## src/rtl/ascm_pkg.sv

```systemverilog
// Purpose: Shared constants, types and decode functions for the audio serial clock monitor
// Assumes: Core clock of 40 MHz; eight-bit registers on an address/data port
// Notes:   Rate codes cover both the 48 kHz and the 44.1 kHz family
package ascm_pkg;

  // ----------------------------------------------------------------
  // Clock and timing
  // ----------------------------------------------------------------
  localparam int unsigned CORE_CLK_HZ      = 40000000;
  localparam int unsigned CORE_PERIOD_NS   = 25;
  localparam int unsigned BCLK_HALF_NS     = 50;
  localparam int unsigned BCLK_HALF_CYC    = (BCLK_HALF_NS + CORE_PERIOD_NS - 1) / CORE_PERIOD_NS;
  localparam int unsigned FRAME_TIMEOUT_US = 300;
  localparam int unsigned FRAME_TIMEOUT_CYC = FRAME_TIMEOUT_US * 1000 / CORE_PERIOD_NS;
  localparam int unsigned STABLE_FRAMES    = 4;
  localparam int unsigned TOL_LO_PCT       = 102;
  localparam int unsigned TOL_HI_PCT       = 98;

  // ----------------------------------------------------------------
  // Register map
  // ----------------------------------------------------------------
  localparam logic [7:0] ADDR_MASTER_RATE_RATIO = 8'h14;
  localparam logic [7:0] ADDR_CLOCK_MON_STATUS  = 8'h15;
  localparam logic [7:0] ADDR_CLOCK_SOURCE      = 8'h16;
  localparam logic [7:0] RST_MASTER_RATE_RATIO  = 8'h48;
  localparam logic [7:0] RST_CLOCK_MON_STATUS   = 8'hff;
  localparam logic [7:0] RST_CLOCK_SOURCE       = 8'h10;

  // Field positions
  localparam int unsigned POS_RATE_HI      = 7;
  localparam int unsigned POS_RATE_LO      = 4;
  localparam int unsigned POS_RATIO_HI     = 3;
  localparam int unsigned POS_RATIO_LO     = 0;
  localparam int unsigned POS_ROOT_SEL     = 7;
  localparam int unsigned POS_SPEC_MODE    = 6;
  localparam int unsigned POS_REFRATIO_HI  = 5;
  localparam int unsigned POS_REFRATIO_LO  = 3;
  localparam int unsigned POS_EDGE_INV     = 1;

  localparam logic [3:0] CODE_INVALID  = 4'hf;
  localparam logic [3:0] RATE_CODE_MAX = 4'h8;

  // ----------------------------------------------------------------
  // Types
  // ----------------------------------------------------------------
  typedef struct packed {
    logic        frame_done;
    logic        timeout;
    logic [15:0] period;
    logic [15:0] bclk_count;
  } ascm_meas_type;

  typedef struct packed {
    logic        root_from_refclk;
    logic        refclk_spec_mode;
    logic        pll_enable;
    logic [11:0] refclk_ratio;
    logic [19:0] rate_hz;
    logic [11:0] bit_frame_ratio;
  } ascm_clkcfg_type;

  // ----------------------------------------------------------------
  // Decode functions
  // ----------------------------------------------------------------
  function automatic logic [19:0] ascm_rate_hz(input logic [3:0] code, input logic fam441);
    logic [19:0] f48;
    logic [19:0] f44;
    f48 = 20'h0;
    f44 = 20'h0;
    unique case (code)
      4'h0: begin f48 = 20'd8000;   f44 = 20'd7350;   end
      4'h1: begin f48 = 20'd16000;  f44 = 20'd14700;  end
      4'h2: begin f48 = 20'd24000;  f44 = 20'd22050;  end
      4'h3: begin f48 = 20'd32000;  f44 = 20'd29400;  end
      4'h4: begin f48 = 20'd48000;  f44 = 20'd44100;  end
      4'h5: begin f48 = 20'd96000;  f44 = 20'd88200;  end
      4'h6: begin f48 = 20'd192000; f44 = 20'd176400; end
      4'h7: begin f48 = 20'd384000; f44 = 20'd352800; end
      4'h8: begin f48 = 20'd768000; f44 = 20'd705600; end
      default: begin f48 = 20'h0; f44 = 20'h0; end
    endcase
    return fam441 ? f44 : f48;
  endfunction : ascm_rate_hz

  function automatic logic [11:0] ascm_ratio_value(input logic [3:0] code);
    unique case (code)
      4'h0: return 12'd16;
      4'h1: return 12'd24;
      4'h2: return 12'd32;
      4'h3: return 12'd48;
      4'h4: return 12'd64;
      4'h5: return 12'd128;
      4'h7: return 12'd192;
      4'h8: return 12'd256;
      4'h9: return 12'd384;
      4'ha: return 12'd512;
      4'hb: return 12'd1024;
      4'hc: return 12'd2048;
      default: return 12'h0;
    endcase
  endfunction : ascm_ratio_value

  function automatic logic [3:0] ascm_ratio_code(input logic [15:0] count);
    logic [3:0] code;
    code = CODE_INVALID;
    for (int k = 0; k < 13; k++) begin
      if (ascm_ratio_value(4'(k)) != 12'h0 && count == {4'h0, ascm_ratio_value(4'(k))}) code = 4'(k);
    end
    return code;
  endfunction : ascm_ratio_code

  function automatic logic [3:0] ascm_rate_code(input logic [15:0] period);
    logic [3:0]  code;
    longint      lo;
    longint      hi;
    code = CODE_INVALID;
    lo   = 0;
    hi   = 0;
    for (int k = 0; k <= 8; k++) begin
      lo = longint'(CORE_CLK_HZ) * 100 / (longint'(ascm_rate_hz(4'(k), 1'b0)) * TOL_LO_PCT);
      hi = longint'(CORE_CLK_HZ) * 100 / (longint'(ascm_rate_hz(4'(k), 1'b1)) * TOL_HI_PCT);
      if (longint'(period) >= lo && longint'(period) <= hi) code = 4'(k);
    end
    return code;
  endfunction : ascm_rate_code

  function automatic logic [11:0] ascm_refclk_ratio(input logic [2:0] sel);
    unique case (sel)
      3'h0: return 12'd64;
      3'h1: return 12'd256;
      3'h2: return 12'd384;
      3'h3: return 12'd512;
      3'h4: return 12'd768;
      3'h5: return 12'd1024;
      3'h6: return 12'd1536;
      3'h7: return 12'd2304;
    endcase
  endfunction : ascm_refclk_ratio

endpackage : ascm_pkg

```

## src/rtl/ascm_edge_meter.sv

```systemverilog
// Purpose: Synchronise bus clock pins and measure frame period and bits per frame
// Assumes: Pins are asynchronous to core_clk and far slower than it
// Notes:   Measurements refer to the frame that ends at each frame-sync rise
`timescale 1ns/1ps
module ascm_edge_meter
  import ascm_pkg::*;
#(
  parameter int unsigned TIMEOUT_CYC = FRAME_TIMEOUT_CYC
) (
  input  wire logic          core_clk,
  input  wire logic          rst,
  input  wire logic          bclk_pin,
  input  wire logic          frame_sync_pin,
  output ascm_pkg::ascm_meas_type meas
);

  // ----------------------------------------------------------------
  // Two-stage synchronisers and edge history
  // ----------------------------------------------------------------
  logic [1:0]  bclk_sync_ff;
  logic [1:0]  frame_sync_sync_ff;
  logic        bclk_last_ff;
  logic        frame_sync_last_ff;
  logic [15:0] period_cnt_ff;
  logic [15:0] bit_cnt_ff;
  logic        bclk_rise;
  logic        frame_sync_rise;
  logic        idle_hit;
  logic        idle_near;
  ascm_meas_type meas_ff;

  // Edge detectors read only the second stage
  assign bclk_rise  = bclk_sync_ff[1] & ~bclk_last_ff;
  assign frame_sync_rise = frame_sync_sync_ff[1] & ~frame_sync_last_ff;
  assign idle_hit   = (period_cnt_ff == 16'(TIMEOUT_CYC));
  assign idle_near  = (period_cnt_ff == 16'(TIMEOUT_CYC - 1));  // Last count before saturation
  assign meas       = meas_ff;

  // Synchronise both pins
  always_ff @(posedge core_clk or posedge rst) begin
    if (rst) begin
      bclk_sync_ff  <= 2'h0;
      frame_sync_sync_ff <= 2'h0;
      bclk_last_ff  <= 1'b0;
      frame_sync_last_ff <= 1'b0;
    end else begin
      bclk_sync_ff  <= {bclk_sync_ff[0], bclk_pin};
      frame_sync_sync_ff <= {frame_sync_sync_ff[0], frame_sync_pin};
      bclk_last_ff  <= bclk_sync_ff[1];
      frame_sync_last_ff <= frame_sync_sync_ff[1];
    end
  end

  // ----------------------------------------------------------------
  // Frame counters; the period counter saturates at the idle limit
  // ----------------------------------------------------------------
  always_ff @(posedge core_clk or posedge rst) begin
    if (rst) begin
      period_cnt_ff <= 16'h0;
      bit_cnt_ff    <= 16'h0;
    end else if (frame_sync_rise) begin
      period_cnt_ff <= 16'h1;
      bit_cnt_ff    <= {15'h0, bclk_rise};
    end else begin
      period_cnt_ff <= idle_hit ? period_cnt_ff : period_cnt_ff + 16'h1;
      bit_cnt_ff    <= (bclk_rise && bit_cnt_ff != 16'hffff) ? bit_cnt_ff + 16'h1 : bit_cnt_ff;
    end
  end

  // Publish one result per frame and a one-cycle idle pulse
  always_ff @(posedge core_clk or posedge rst) begin
    if (rst) begin
      meas_ff <= '0;
    end else begin
      meas_ff.frame_done <= frame_sync_rise;
      meas_ff.timeout    <= idle_near & ~frame_sync_rise;  // Once per idle spell
      if (frame_sync_rise) begin
        meas_ff.period     <= period_cnt_ff;
        meas_ff.bclk_count <= bit_cnt_ff;
      end
    end
  end

endmodule : ascm_edge_meter

```

## src/rtl/ascm_top.sv

```systemverilog
// Purpose: Audio serial interface clock configuration and bus clock monitor
// Assumes: Registers reached by an address/data port on core_clk; pins resolved outside
// Notes:   Frame generator runs from a core clock divider in master mode
`timescale 1ns/1ps

module ascm_top
  import ascm_pkg::*;
#(
  parameter int unsigned TIMEOUT_CYC = FRAME_TIMEOUT_CYC
) (
  input  wire logic                   core_clk,
  input  wire logic                   rst,
  input  wire logic                   reg_wr_en,
  input  wire logic                   reg_rd_en,
  input  wire logic [7:0]             reg_addr,
  input  wire logic [7:0]             reg_wr_data,
  output logic      [7:0]             reg_rd_data,
  input  wire logic                   master_slave_select,
  input  wire logic                   auto_clk_disable,
  input  wire logic                   auto_pll_disable,
  input  wire logic                   rate_family_select,
  input  wire logic                   bclk_in,
  output logic                        bclk_out,
  output logic                        bclk_oe,
  input  wire logic                   frame_sync_in,
  output logic                        frame_sync_out,
  output logic                        frame_sync_oe,
  output ascm_pkg::ascm_clkcfg_type   clk_cfg
);

  // ----------------------------------------------------------------
  // Declarations
  // ----------------------------------------------------------------
  logic [7:0]      rate_ratio_ff;
  logic [7:0]      clock_source_config_ff;
  logic [7:0]      status_ff;
  logic [7:0]      rd_data_ff;
  logic [3:0]      cand_rate_ff;
  logic [3:0]      cand_ratio_ff;
  logic [2:0]      match_cnt_ff;
  logic            bclk_gen_ff;
  logic            frame_sync_gen_ff;
  logic [7:0]      div_cnt_ff;
  logic [11:0]     bit_pos_ff;
  ascm_clkcfg_type cfg_ff;
  ascm_clkcfg_type nxt_cfg;
  ascm_meas_type   meas;

  logic [3:0]      programmed_frame_rate;
  logic [3:0]      programmed_bit_frame_ratio;
  logic            slave_root_source_select;
  logic            refclk_spec_mode;
  logic [2:0]      refclk_frequency_select;
  logic            framegen_edge_invert;
  logic            auto_cfg;
  logic            slave_auto;
  logic [3:0]      meas_rate;
  logic [3:0]      meas_ratio;
  logic            same_cand;
  logic            status_load;
  logic [11:0]     gen_ratio;
  logic            gen_run;
  logic            div_wrap;
  logic            active_edge;
  logic [3:0]      eff_rate_code;
  logic [3:0]      eff_ratio_code;
  logic [7:0]      rd_mux;

  // ----------------------------------------------------------------
  // Field decode
  // ----------------------------------------------------------------
  assign programmed_frame_rate      = rate_ratio_ff[POS_RATE_HI:POS_RATE_LO];
  assign programmed_bit_frame_ratio = rate_ratio_ff[POS_RATIO_HI:POS_RATIO_LO];
  assign slave_root_source_select   = clock_source_config_ff[POS_ROOT_SEL];
  assign refclk_spec_mode           = clock_source_config_ff[POS_SPEC_MODE];
  assign refclk_frequency_select    = clock_source_config_ff[POS_REFRATIO_HI:POS_REFRATIO_LO];
  assign framegen_edge_invert       = clock_source_config_ff[POS_EDGE_INV];
  assign auto_cfg                   = ~auto_clk_disable;
  assign slave_auto                 = ~master_slave_select & auto_cfg;

  // ----------------------------------------------------------------
  // Register port: writes and registered read data
  // ----------------------------------------------------------------
  assign rd_mux = (reg_addr == ADDR_MASTER_RATE_RATIO) ? rate_ratio_ff :
                  (reg_addr == ADDR_CLOCK_MON_STATUS)  ? status_ff     :
                  (reg_addr == ADDR_CLOCK_SOURCE)      ? clock_source_config_ff    : 8'h00;
  assign reg_rd_data = rd_data_ff;

  // Writable registers; reserved bits stored as written
  always_ff @(posedge core_clk or posedge rst) begin
    if (rst) begin
      rate_ratio_ff <= RST_MASTER_RATE_RATIO;
      clock_source_config_ff    <= RST_CLOCK_SOURCE;
    end else if (reg_wr_en) begin
      if (reg_addr == ADDR_MASTER_RATE_RATIO) rate_ratio_ff <= reg_wr_data;
      if (reg_addr == ADDR_CLOCK_SOURCE) clock_source_config_ff <= reg_wr_data;
    end
  end

  // Read data held until the next read
  always_ff @(posedge core_clk or posedge rst) begin
    if (rst) begin
      rd_data_ff <= 8'h00;
    end else if (reg_rd_en) begin
      rd_data_ff <= rd_mux;
    end
  end

  // ----------------------------------------------------------------
  // Bus clock monitor
  // ----------------------------------------------------------------
  ascm_edge_meter #(
    .TIMEOUT_CYC (TIMEOUT_CYC)
  ) u_meter (
    .core_clk  (core_clk),
    .rst       (rst),
    .bclk_pin  (bclk_in),
    .frame_sync_pin (frame_sync_in),
    .meas      (meas)
  );

  // Classification of the last frame
  assign meas_rate   = ascm_rate_code(meas.period);
  assign meas_ratio  = ascm_ratio_code(meas.bclk_count);
  assign same_cand   = (meas_rate == cand_rate_ff) && (meas_ratio == cand_ratio_ff);
  assign status_load = meas.frame_done && same_cand && (match_cnt_ff == 3'(STABLE_FRAMES - 1));

  // Consecutive-frame agreement and idle fallback
  always_ff @(posedge core_clk or posedge rst) begin
    if (rst) begin
      status_ff     <= RST_CLOCK_MON_STATUS;
      cand_rate_ff  <= CODE_INVALID;
      cand_ratio_ff <= CODE_INVALID;
      match_cnt_ff  <= 3'h0;
    end else if (meas.timeout) begin
      status_ff    <= {CODE_INVALID, CODE_INVALID};
      match_cnt_ff <= 3'h0;
    end else if (meas.frame_done) begin
      cand_rate_ff  <= meas_rate;
      cand_ratio_ff <= meas_ratio;
      match_cnt_ff  <= (same_cand && match_cnt_ff != 3'(STABLE_FRAMES - 1)) ? match_cnt_ff + 3'h1 : 3'h0;
      if (status_load) status_ff <= {meas_rate, meas_ratio};
    end
  end

  // ----------------------------------------------------------------
  // Master frame generator
  // ----------------------------------------------------------------
  assign gen_ratio   = ascm_ratio_value(programmed_bit_frame_ratio);
  assign gen_run     = master_slave_select && (gen_ratio != 12'h0);
  assign div_wrap    = (div_cnt_ff == 8'(BCLK_HALF_CYC - 1));
  assign active_edge = div_wrap && (bclk_gen_ff != framegen_edge_invert);

  // Bit clock divider and frame-sync pulse
  always_ff @(posedge core_clk or posedge rst) begin
    if (rst) begin
      div_cnt_ff   <= 8'h0;
      bclk_gen_ff  <= 1'b0;
      frame_sync_gen_ff <= 1'b0;
      bit_pos_ff   <= 12'h0;
    end else if (!gen_run) begin
      div_cnt_ff   <= 8'h0;
      bclk_gen_ff  <= 1'b0;
      frame_sync_gen_ff <= 1'b0;
      bit_pos_ff   <= 12'h0;
    end else begin
      div_cnt_ff  <= div_wrap ? 8'h0 : div_cnt_ff + 8'h1;
      bclk_gen_ff <= div_wrap ? ~bclk_gen_ff : bclk_gen_ff;
      if (active_edge) begin
        bit_pos_ff   <= (bit_pos_ff == gen_ratio - 12'h1) ? 12'h0 : bit_pos_ff + 12'h1;
        frame_sync_gen_ff <= (bit_pos_ff == gen_ratio - 12'h1);
      end
    end
  end

  assign bclk_out       = bclk_gen_ff;
  assign frame_sync_out = frame_sync_gen_ff;
  assign bclk_oe        = master_slave_select;
  assign frame_sync_oe  = master_slave_select;

  // ----------------------------------------------------------------
  // Clock configuration outputs
  // ----------------------------------------------------------------
  assign eff_rate_code  = slave_auto ? status_ff[7:4] : programmed_frame_rate;
  assign eff_ratio_code = slave_auto ? status_ff[3:0] : programmed_bit_frame_ratio;

  always_comb begin
    nxt_cfg                  = '0;
    nxt_cfg.pll_enable       = auto_cfg & ~auto_pll_disable;
    nxt_cfg.root_from_refclk = slave_auto & auto_pll_disable & slave_root_source_select;
    nxt_cfg.refclk_spec_mode = auto_cfg & refclk_spec_mode;
    nxt_cfg.refclk_ratio     = (refclk_spec_mode || nxt_cfg.root_from_refclk) ?
                               ascm_refclk_ratio(refclk_frequency_select) : 12'h0;
    nxt_cfg.rate_hz          = ascm_rate_hz(eff_rate_code, rate_family_select);
    nxt_cfg.bit_frame_ratio  = ascm_ratio_value(eff_ratio_code);
  end

  // Registered configuration outputs
  always_ff @(posedge core_clk or posedge rst) begin
    if (rst) begin
      cfg_ff <= '0;
    end else begin
      cfg_ff <= nxt_cfg;
    end
  end

  assign clk_cfg = cfg_ff;
endmodule : ascm_top

```

## config.mk

```make
export PLATFORM = sky130hd
export DESIGN_NAME = ascm_top
export DESIGN_NICKNAME = d
export VERILOG_FILES = /design/src/rtl/ascm_pkg.sv /design/src/rtl/ascm_edge_meter.sv /design/src/rtl/ascm_top.sv
export SDC_FILE = /design/constraint.sdc
export NUM_CORES = 1
export LEC_CHECK = 0
export BUFFER_PORTS_ARGS = -buffer_cell sky130_fd_sc_hd__buf_2
export CAP_MARGIN = 20
export CORE_ASPECT_RATIO = 0.75
export CORE_MARGIN = 3
export CORE_UTILIZATION = 30
export CTS_CLUSTER_SIZE = 20
export DETAILED_ROUTE_END_ITERATION = 8
export PLACE_DENSITY = 0.47
export RECOVER_POWER = 100
export SYNTH_ARGS = -nofsm -noshare
export SYNTH_HDL_FRONTEND = slang
export SYNTH_SLANG_ARGS = --single-unit
```

## constraint.sdc

```tcl
create_clock -name core_clk -period 5.89 [get_ports core_clk]
set_clock_uncertainty 0.15 [all_clocks]
set_input_delay 1.178 -clock core_clk [delete_from_list [all_inputs] [get_ports core_clk]]
set_output_delay 1.178 -clock core_clk [all_outputs]
set_load 0.01 [all_outputs]
```

=== Yosys cells after proc, flatten, opt, wreduce, memory -nomap -nowiden ===
Memories as Yosys holds them, arrays and structs flattened. A register that Yosys moved wholly into a read port is not among the register bits.
Index checks and enable logic that the tools add are counted.
Widths: inputs -> output; s select.

* Bits in registers: 184
* Memory bits (read-only): 864
* Input port bits: 26
* Output and inout port bits: 59
* Logic and storage cells: 171
* Memories kept: 4

* Add/subtract/negate cells: 6
* Magnitude comparators: 18
* Equal/unequal tests: 28
* Mux-type cells: 47
* Bitwise gates (word level): 16
* Reductions and logical operators: 25

{| class="wikitable"
|+ Memories
! memory !! depth !! bits a word !! rd ports !! clocked after memory_dff !! write ports !! line !! source
|-
| (name not given) || 16 || 33 || 1 || 0 || 0 || ascm_pkg.sv:70 || <nowiki>unique case (code)</nowiki>
|-
| (name not given) || 16 || 9 || 1 || 1 || 0 || ascm_pkg.sv:86 || <nowiki>unique case (code)</nowiki>
|-
| (name not given) || 16 || 9 || 1 || 0 || 0 || ascm_pkg.sv:86 ||
|-
| (name not given) || 8 || 6 || 1 || 0 || 0 || ascm_pkg.sv:128 || <nowiki>unique case (sel)</nowiki>
|}

{| class="wikitable"
|+ Operator list
! operator !! count
|-
| $mux 4 || 23
|-
| $mux 16 || 4
|-
| $mux 8 || 8
|-
| $mux 12 || 4
|-
| $add 16x1->16 const B || 2
|-
| $eq 16x14->1 const B || 2
|-
| $eq 16x5->1 const B || 2
|-
| $eq 16x6->1 const B || 2
|-
| $eq 16x8->1 const B || 2
|-
| $eq 16x9->1 const B || 2
|-
| $ge 16x11->1 const B || 2
|-
| $le 16x11->1 const B || 2
|-
| $eq 8x5->1 const B || 3
|-
| $mux 20 || 1
|-
| $eq 16x10->1 const B || 1
|-
| $eq 16x11->1 const B || 1
|-
| $eq 16x12->1 const B || 1
|-
| $eq 16x7->1 const B || 1
|-
| $ge 16x10->1 const B || 1
|-
| $ge 16x12->1 const B || 1
|-
| $ge 16x13->1 const B || 1
|-
| $ge 16x6->1 const B || 1
|-
| $ge 16x7->1 const B || 1
|-
| $ge 16x8->1 const B || 1
|-
| 29 further kinds || 71
|}

=== Depth between registers and ports, before layout ===
* Depth after elaboration: 20
* Depth in mapped cells: 15
* Gate-level depth less buffers: 12

=== Cells and area by module ===
From an unflattened synthesis, not the netlist that was laid out.

* Cell total of the unflattened synthesis: 1001
* Area, all modules: 9534.1 um2

{| class="wikitable"
|+ By module, submodules not included
! module !! instances !! cells each !! area each (um2) !! seq. area each (um2)
|-
| ascm_top || 1 || 666 || 6351.1 || 2576.2
|-
| ascm_edge_meter || 1 || 335 || 3183.1 || 1801.7
|}

=== Worst setup path after synthesis ===
OpenSTA, ideal clock, no wires.

* Path kind: input -> register
* Start: input port master_slave_select
* End: register cfg_ff (netlist bit clk_cfg[20])
* Library setup time: 0.099 ns
* Data arrival time: 3.223 ns
* Data required time: 5.641 ns
* Setup slack: 2.417 ns
* Stages on the path: 8
* Buffers on the path: 1
* Path through: nor2_1 buf_1 mux2i_1 inv_1 ha_1 nor2_1 a211oi_1 a311oi_1

{| class="wikitable"
|+ RTL lines
! item !! line !! source
|-
| from (decl) || ascm_top.sv:18 || <nowiki>input wire logic master_slave_select,</nowiki>
|-
| to (signal assigned) || ascm_top.sv:203 || <nowiki>cfg_ff <= nxt_cfg;</nowiki>
|-
| to (decl) || ascm_top.sv:45 || <nowiki>ascm_clkcfg_type cfg_ff;</nowiki>
|}

=== Worst setup path in the final report ===
* Start: register u_meter.frame_sync_sync_ff[1]
* End: register u_meter.meas_ff (netlist bit u_meter.meas[32])

* Longest elaborated chain between the ends: 3

{| class="wikitable"
|+ RTL lines
! item !! line !! source
|-
| from (decl) || ascm_edge_meter.sv:21 || <nowiki>logic [1:0] frame_sync_sync_ff;</nowiki>
|-
| from (signal assigned) || ascm_edge_meter.sv:48 || <nowiki>frame_sync_sync_ff <= {frame_sync_sync_ff[0], frame_sync_pin};</nowiki>
|-
| $and 1x1->1 || ascm_edge_meter.sv:34 || <nowiki>assign frame_sync_rise = frame_sync_sync_ff[1] & ~frame_sync_last_ff;</nowiki>
|-
| $not 1->1 || ascm_edge_meter.sv:76 || <nowiki>meas_ff.timeout <= idle_near & ~frame_sync_rise;</nowiki>
|-
| $and 1x1->1 || ascm_edge_meter.sv:76 ||
|-
| to (decl) || ascm_edge_meter.sv:30 || <nowiki>ascm_meas_type meas_ff;</nowiki>
|}

No other way between the ends.
A chain may end at the register's enable or synchronous reset.

==> results.yml <==
outcome:
  status: "finished, violations left"
  violations: "max-capacitance violations, max-slew violations"
placement:
  gp_congestion: 0.829
  place_ws_ps: 2200
  hpwlAfterDp_um: 15000
  io_buffers: 74
sta:
  rsz0062_at_grt: "no"
  hold-worst-slack_ps: 199
  report.final.slew_viol_count: 102
  fin_ws_ps: 1830
  tightest_slew_ps: 2620
  relSlewSlack_pct: -74.7
  post-route-period-util_pct: 68.9
  fmax_ghz: 0.246
  finalHoldViolations: 0
  fin_tns_setup_ps: 0
  fin_crit_ps: 4060
  finalSetupViolations: 0
clock_tree:
  clock_sinks: 174
  htreeDepth: 4
  clock_latency_ps: 440
  cts_tree: "yes"
  cts.path.max_buffers: 2
  cts_setup_buffers: 0
  cts_hold_buf: 0
  cts.clk_slew.worst_paths_ps: 70
  cts.repair.resized: 0
  cts_root_buf: "clkbuf_16"
  numCtsBuffers: 17
setup_path:
  r2r_slack_ps: 1830
  crit_path_end_kind: "register"
  critPathLaunch: "u_meter.frame_sync_sync_ff[1]$_DFF_PP0_"
  cp_max_fo: 62
  crit_chain: "nand2b_1, clkbuf_1, clkinv_1, clkbuf_1, nor4_1"
  crit_end: "u_meter.meas[32]$_DFF_PP0_"
  worst_ep_required_time_ps: 6010
  worst_path_max_delay_cell: "clkbuf_1"
  arrival_ps: 4180
  r2r_end: "u_meter.meas[32]$_DFF_PP0_"
  path_common_cell: "clkbuf_1"
  timing.rr.start: "u_meter.frame_sync_sync_ff[1]$_DFF_PP0_"
  r2r_cells: 5
  path_class: "register to register"
  start_kind: "register"
  cp_slowest_stage_delay_ps: 1220
route:
  post_drt_wl_per_cell_um: 14.9
  routed_wl_um: 21900
  routed_via_density: 4.89
  vias: 7178
  drt_pass1_iterations: 5
  drtIter0Drc: 506
  drc_errors: 0
  antenna_left: 0
finish:
  nFillCells: 3123
  layout.nets: 1110
  antenna_cells: 0
  drive_gt1_share_pct: 10.8
  utilization_pct: 34.8
  syn_to_final_growth_pct: 13.0
pwr:
  leakagePower_nw: 4.87
  power_w: 0.00289
  ir_worst_vdd_uv: 180
  pwr_density_cell_nw_per_um2: 272
global_route:
  track_usage_pct: 13.5
  grt_start_max_net_pins: 175
  grt_pass1_vias: 6883
  grt_pass1_wl_um: 36800
  grt-ovfl-total: 0
  antenna_found_initial: 2
run:
  maxCapViolations: 2
logic_synthesis:
  synth_cell_types: 73
  syn_avg_cell_area_um2: 9.32
  synth-edff-count: 0
  synth_area_um2: 9380
  synth_flop_cell: "dfrtp_1"
  async_flop_share_pct: 100
  ys_seq_area_share_pct: 46.7
  syn_inst: 1007
  yosysWarnings: 0
  synth-seq-cells: 174
min_path:
  min_from: "u_meter.frame_sync_sync_ff[0]$_DFF_PP0_"
  min_path_type: "register to register"
  holdPathStages: 0
floorplan:
  die_h_um: 159
  die_area_um2: 33400
  core_um2: 30500
  io_pins: 85
  rows: 55
  initial_core_util_pct: 30.8
  die_x_um: 210
## report_power, final
part | switching [W] | internal [W] | total (W)
Sequential | 0.0000880 | 0.00126 | 0.00134
Combinational | 0.000182 | 0.000116 | 0.000298
Clock | 0.000514 | 0.000732 | 0.00125
## worst min-delay path by stage
stage	slack (ps)	end
after CTS	200	u_meter.frame_sync_sync_ff[1]$_DFF_PP0_
after floorplan	180	u_meter.bclk_sync_ff[1]$_DFF_PP0_
after global placement	190	u_meter.frame_sync_sync_ff[1]$_DFF_PP0_
after global routing	210	u_meter.frame_sync_sync_ff[1]$_DFF_PP0_
final	200	u_meter.frame_sync_sync_ff[1]$_DFF_PP0_
after detailed placement	190	u_meter.frame_sync_sync_ff[1]$_DFF_PP0_
## metal layers
layer	global-route usage (%)	wire (um)
met1	20.4	11600
met2	18.6	9050
met3	3.70	860
met4	4.13	302
met5	0	15
## kinds of logic after synthesis
family	Yosys count	share of synthesized area (%)
simple gates	465	24.2
flops	174	46.7
compound gates	144	10.2
buf+inv	91	4.35
xor+xnor	52	4.86
mux	51	5.74
fa+ha+maj	29	3.87
other cells	1	0.0400
## flip-flops by register name, summed over array words and instances, names as in the netlist, 2 cells and up
name	count
match_cnt_ff	3
u_meter.bclk_sync_ff	2
cand_ratio_ff	4
cand_rate_ff	4
u_meter.frame_sync_sync_ff	2
clk_cfg	37
clock_source_config_ff	8
reg_rd_data	8
u_meter.period_cnt_ff	16
u_meter.bit_cnt_ff	16
bit_pos_ff	12
status_ff	8
rate_ratio_ff	8
div_cnt_ff	8
u_meter.meas	34
## cells in the mapped netlist (4+ instances only)
library cell / n / area, um2
nand2b_1: 8 / 50.1
or3_1: 5 / 31.3
clkbuf_1: 41 / 154
o211ai_1: 5 / 37.5
o22ai_1: 11 / 68.8
o31ai_1: 14 / 105
xor2_1: 33 / 289
nor4_1: 7 / 43.8
nand2_1: 159 / 597
nor3_1: 18 / 90.1
dfrtp_1: 155 / 3880
nor4bb_1: 4 / 40.0
mux2i_1: 29 / 290
nand3b_1: 9 / 67.6
mux2_2: 22 / 248
inv_1: 30 / 113
nor2_1: 115 / 432
dfstp_2: 19 / 499
nand4_1: 13 / 81.3
a21oi_1: 36 / 180
o21ai_0: 32 / 160
nor2b_1: 12 / 75.1
buf_4: 12 / 90.1
nor4b_1: 6 / 52.6
o211a_1: 4 / 40.0
a211oi_1: 10 / 75.1
xnor2_1: 19 / 166
nor3b_1: 9 / 67.6
nand3_1: 50 / 250
ha_1: 29 / 363
or2_2: 4 / 25.0
and3_1: 18 / 113
buf_1: 4 / 15.0
## placed cells by master, fill, tap and decap left out, drive strengths merged, types with 29 or more instances in the layout
master	count
nand2	160
dfrtp	155
nor2	115
clkbuf	75
nand3	50
a21oi	36
inv	34
xor2	33
o21ai	32
mux2i	29
ha	29
## area by class of cell
type / count / area [um2] / area share (%)
Clock buffer: 19 / 443 / 4.18
Clock inverter: 13 / 199 / 1.88
Inverter: 31 / 118 / 1.11
Multi-Input combinational cell: 751 / 4620 / 43.6
Sequential cell: 174 / 4380 / 41.3
Tap cell: 399 / 499 / 4.71
Timing Repair Buffer: 80 / 348 / 3.28
## critical path, delay by kind of cell (launching register included)
family / cells / cell delay (ps)
flops: 1 / 380
simple gates: 2 / 890
buf+inv: 3 / 2450
## per-stage QoR
stage	std cells	area, um2
global placement	1435	10100
detailed placement	1435	10100
finish	1467	10600
CTS	1467	10700
global route	1467	10600
floorplan	1016	9420
(Power assumes the default switching activity.)
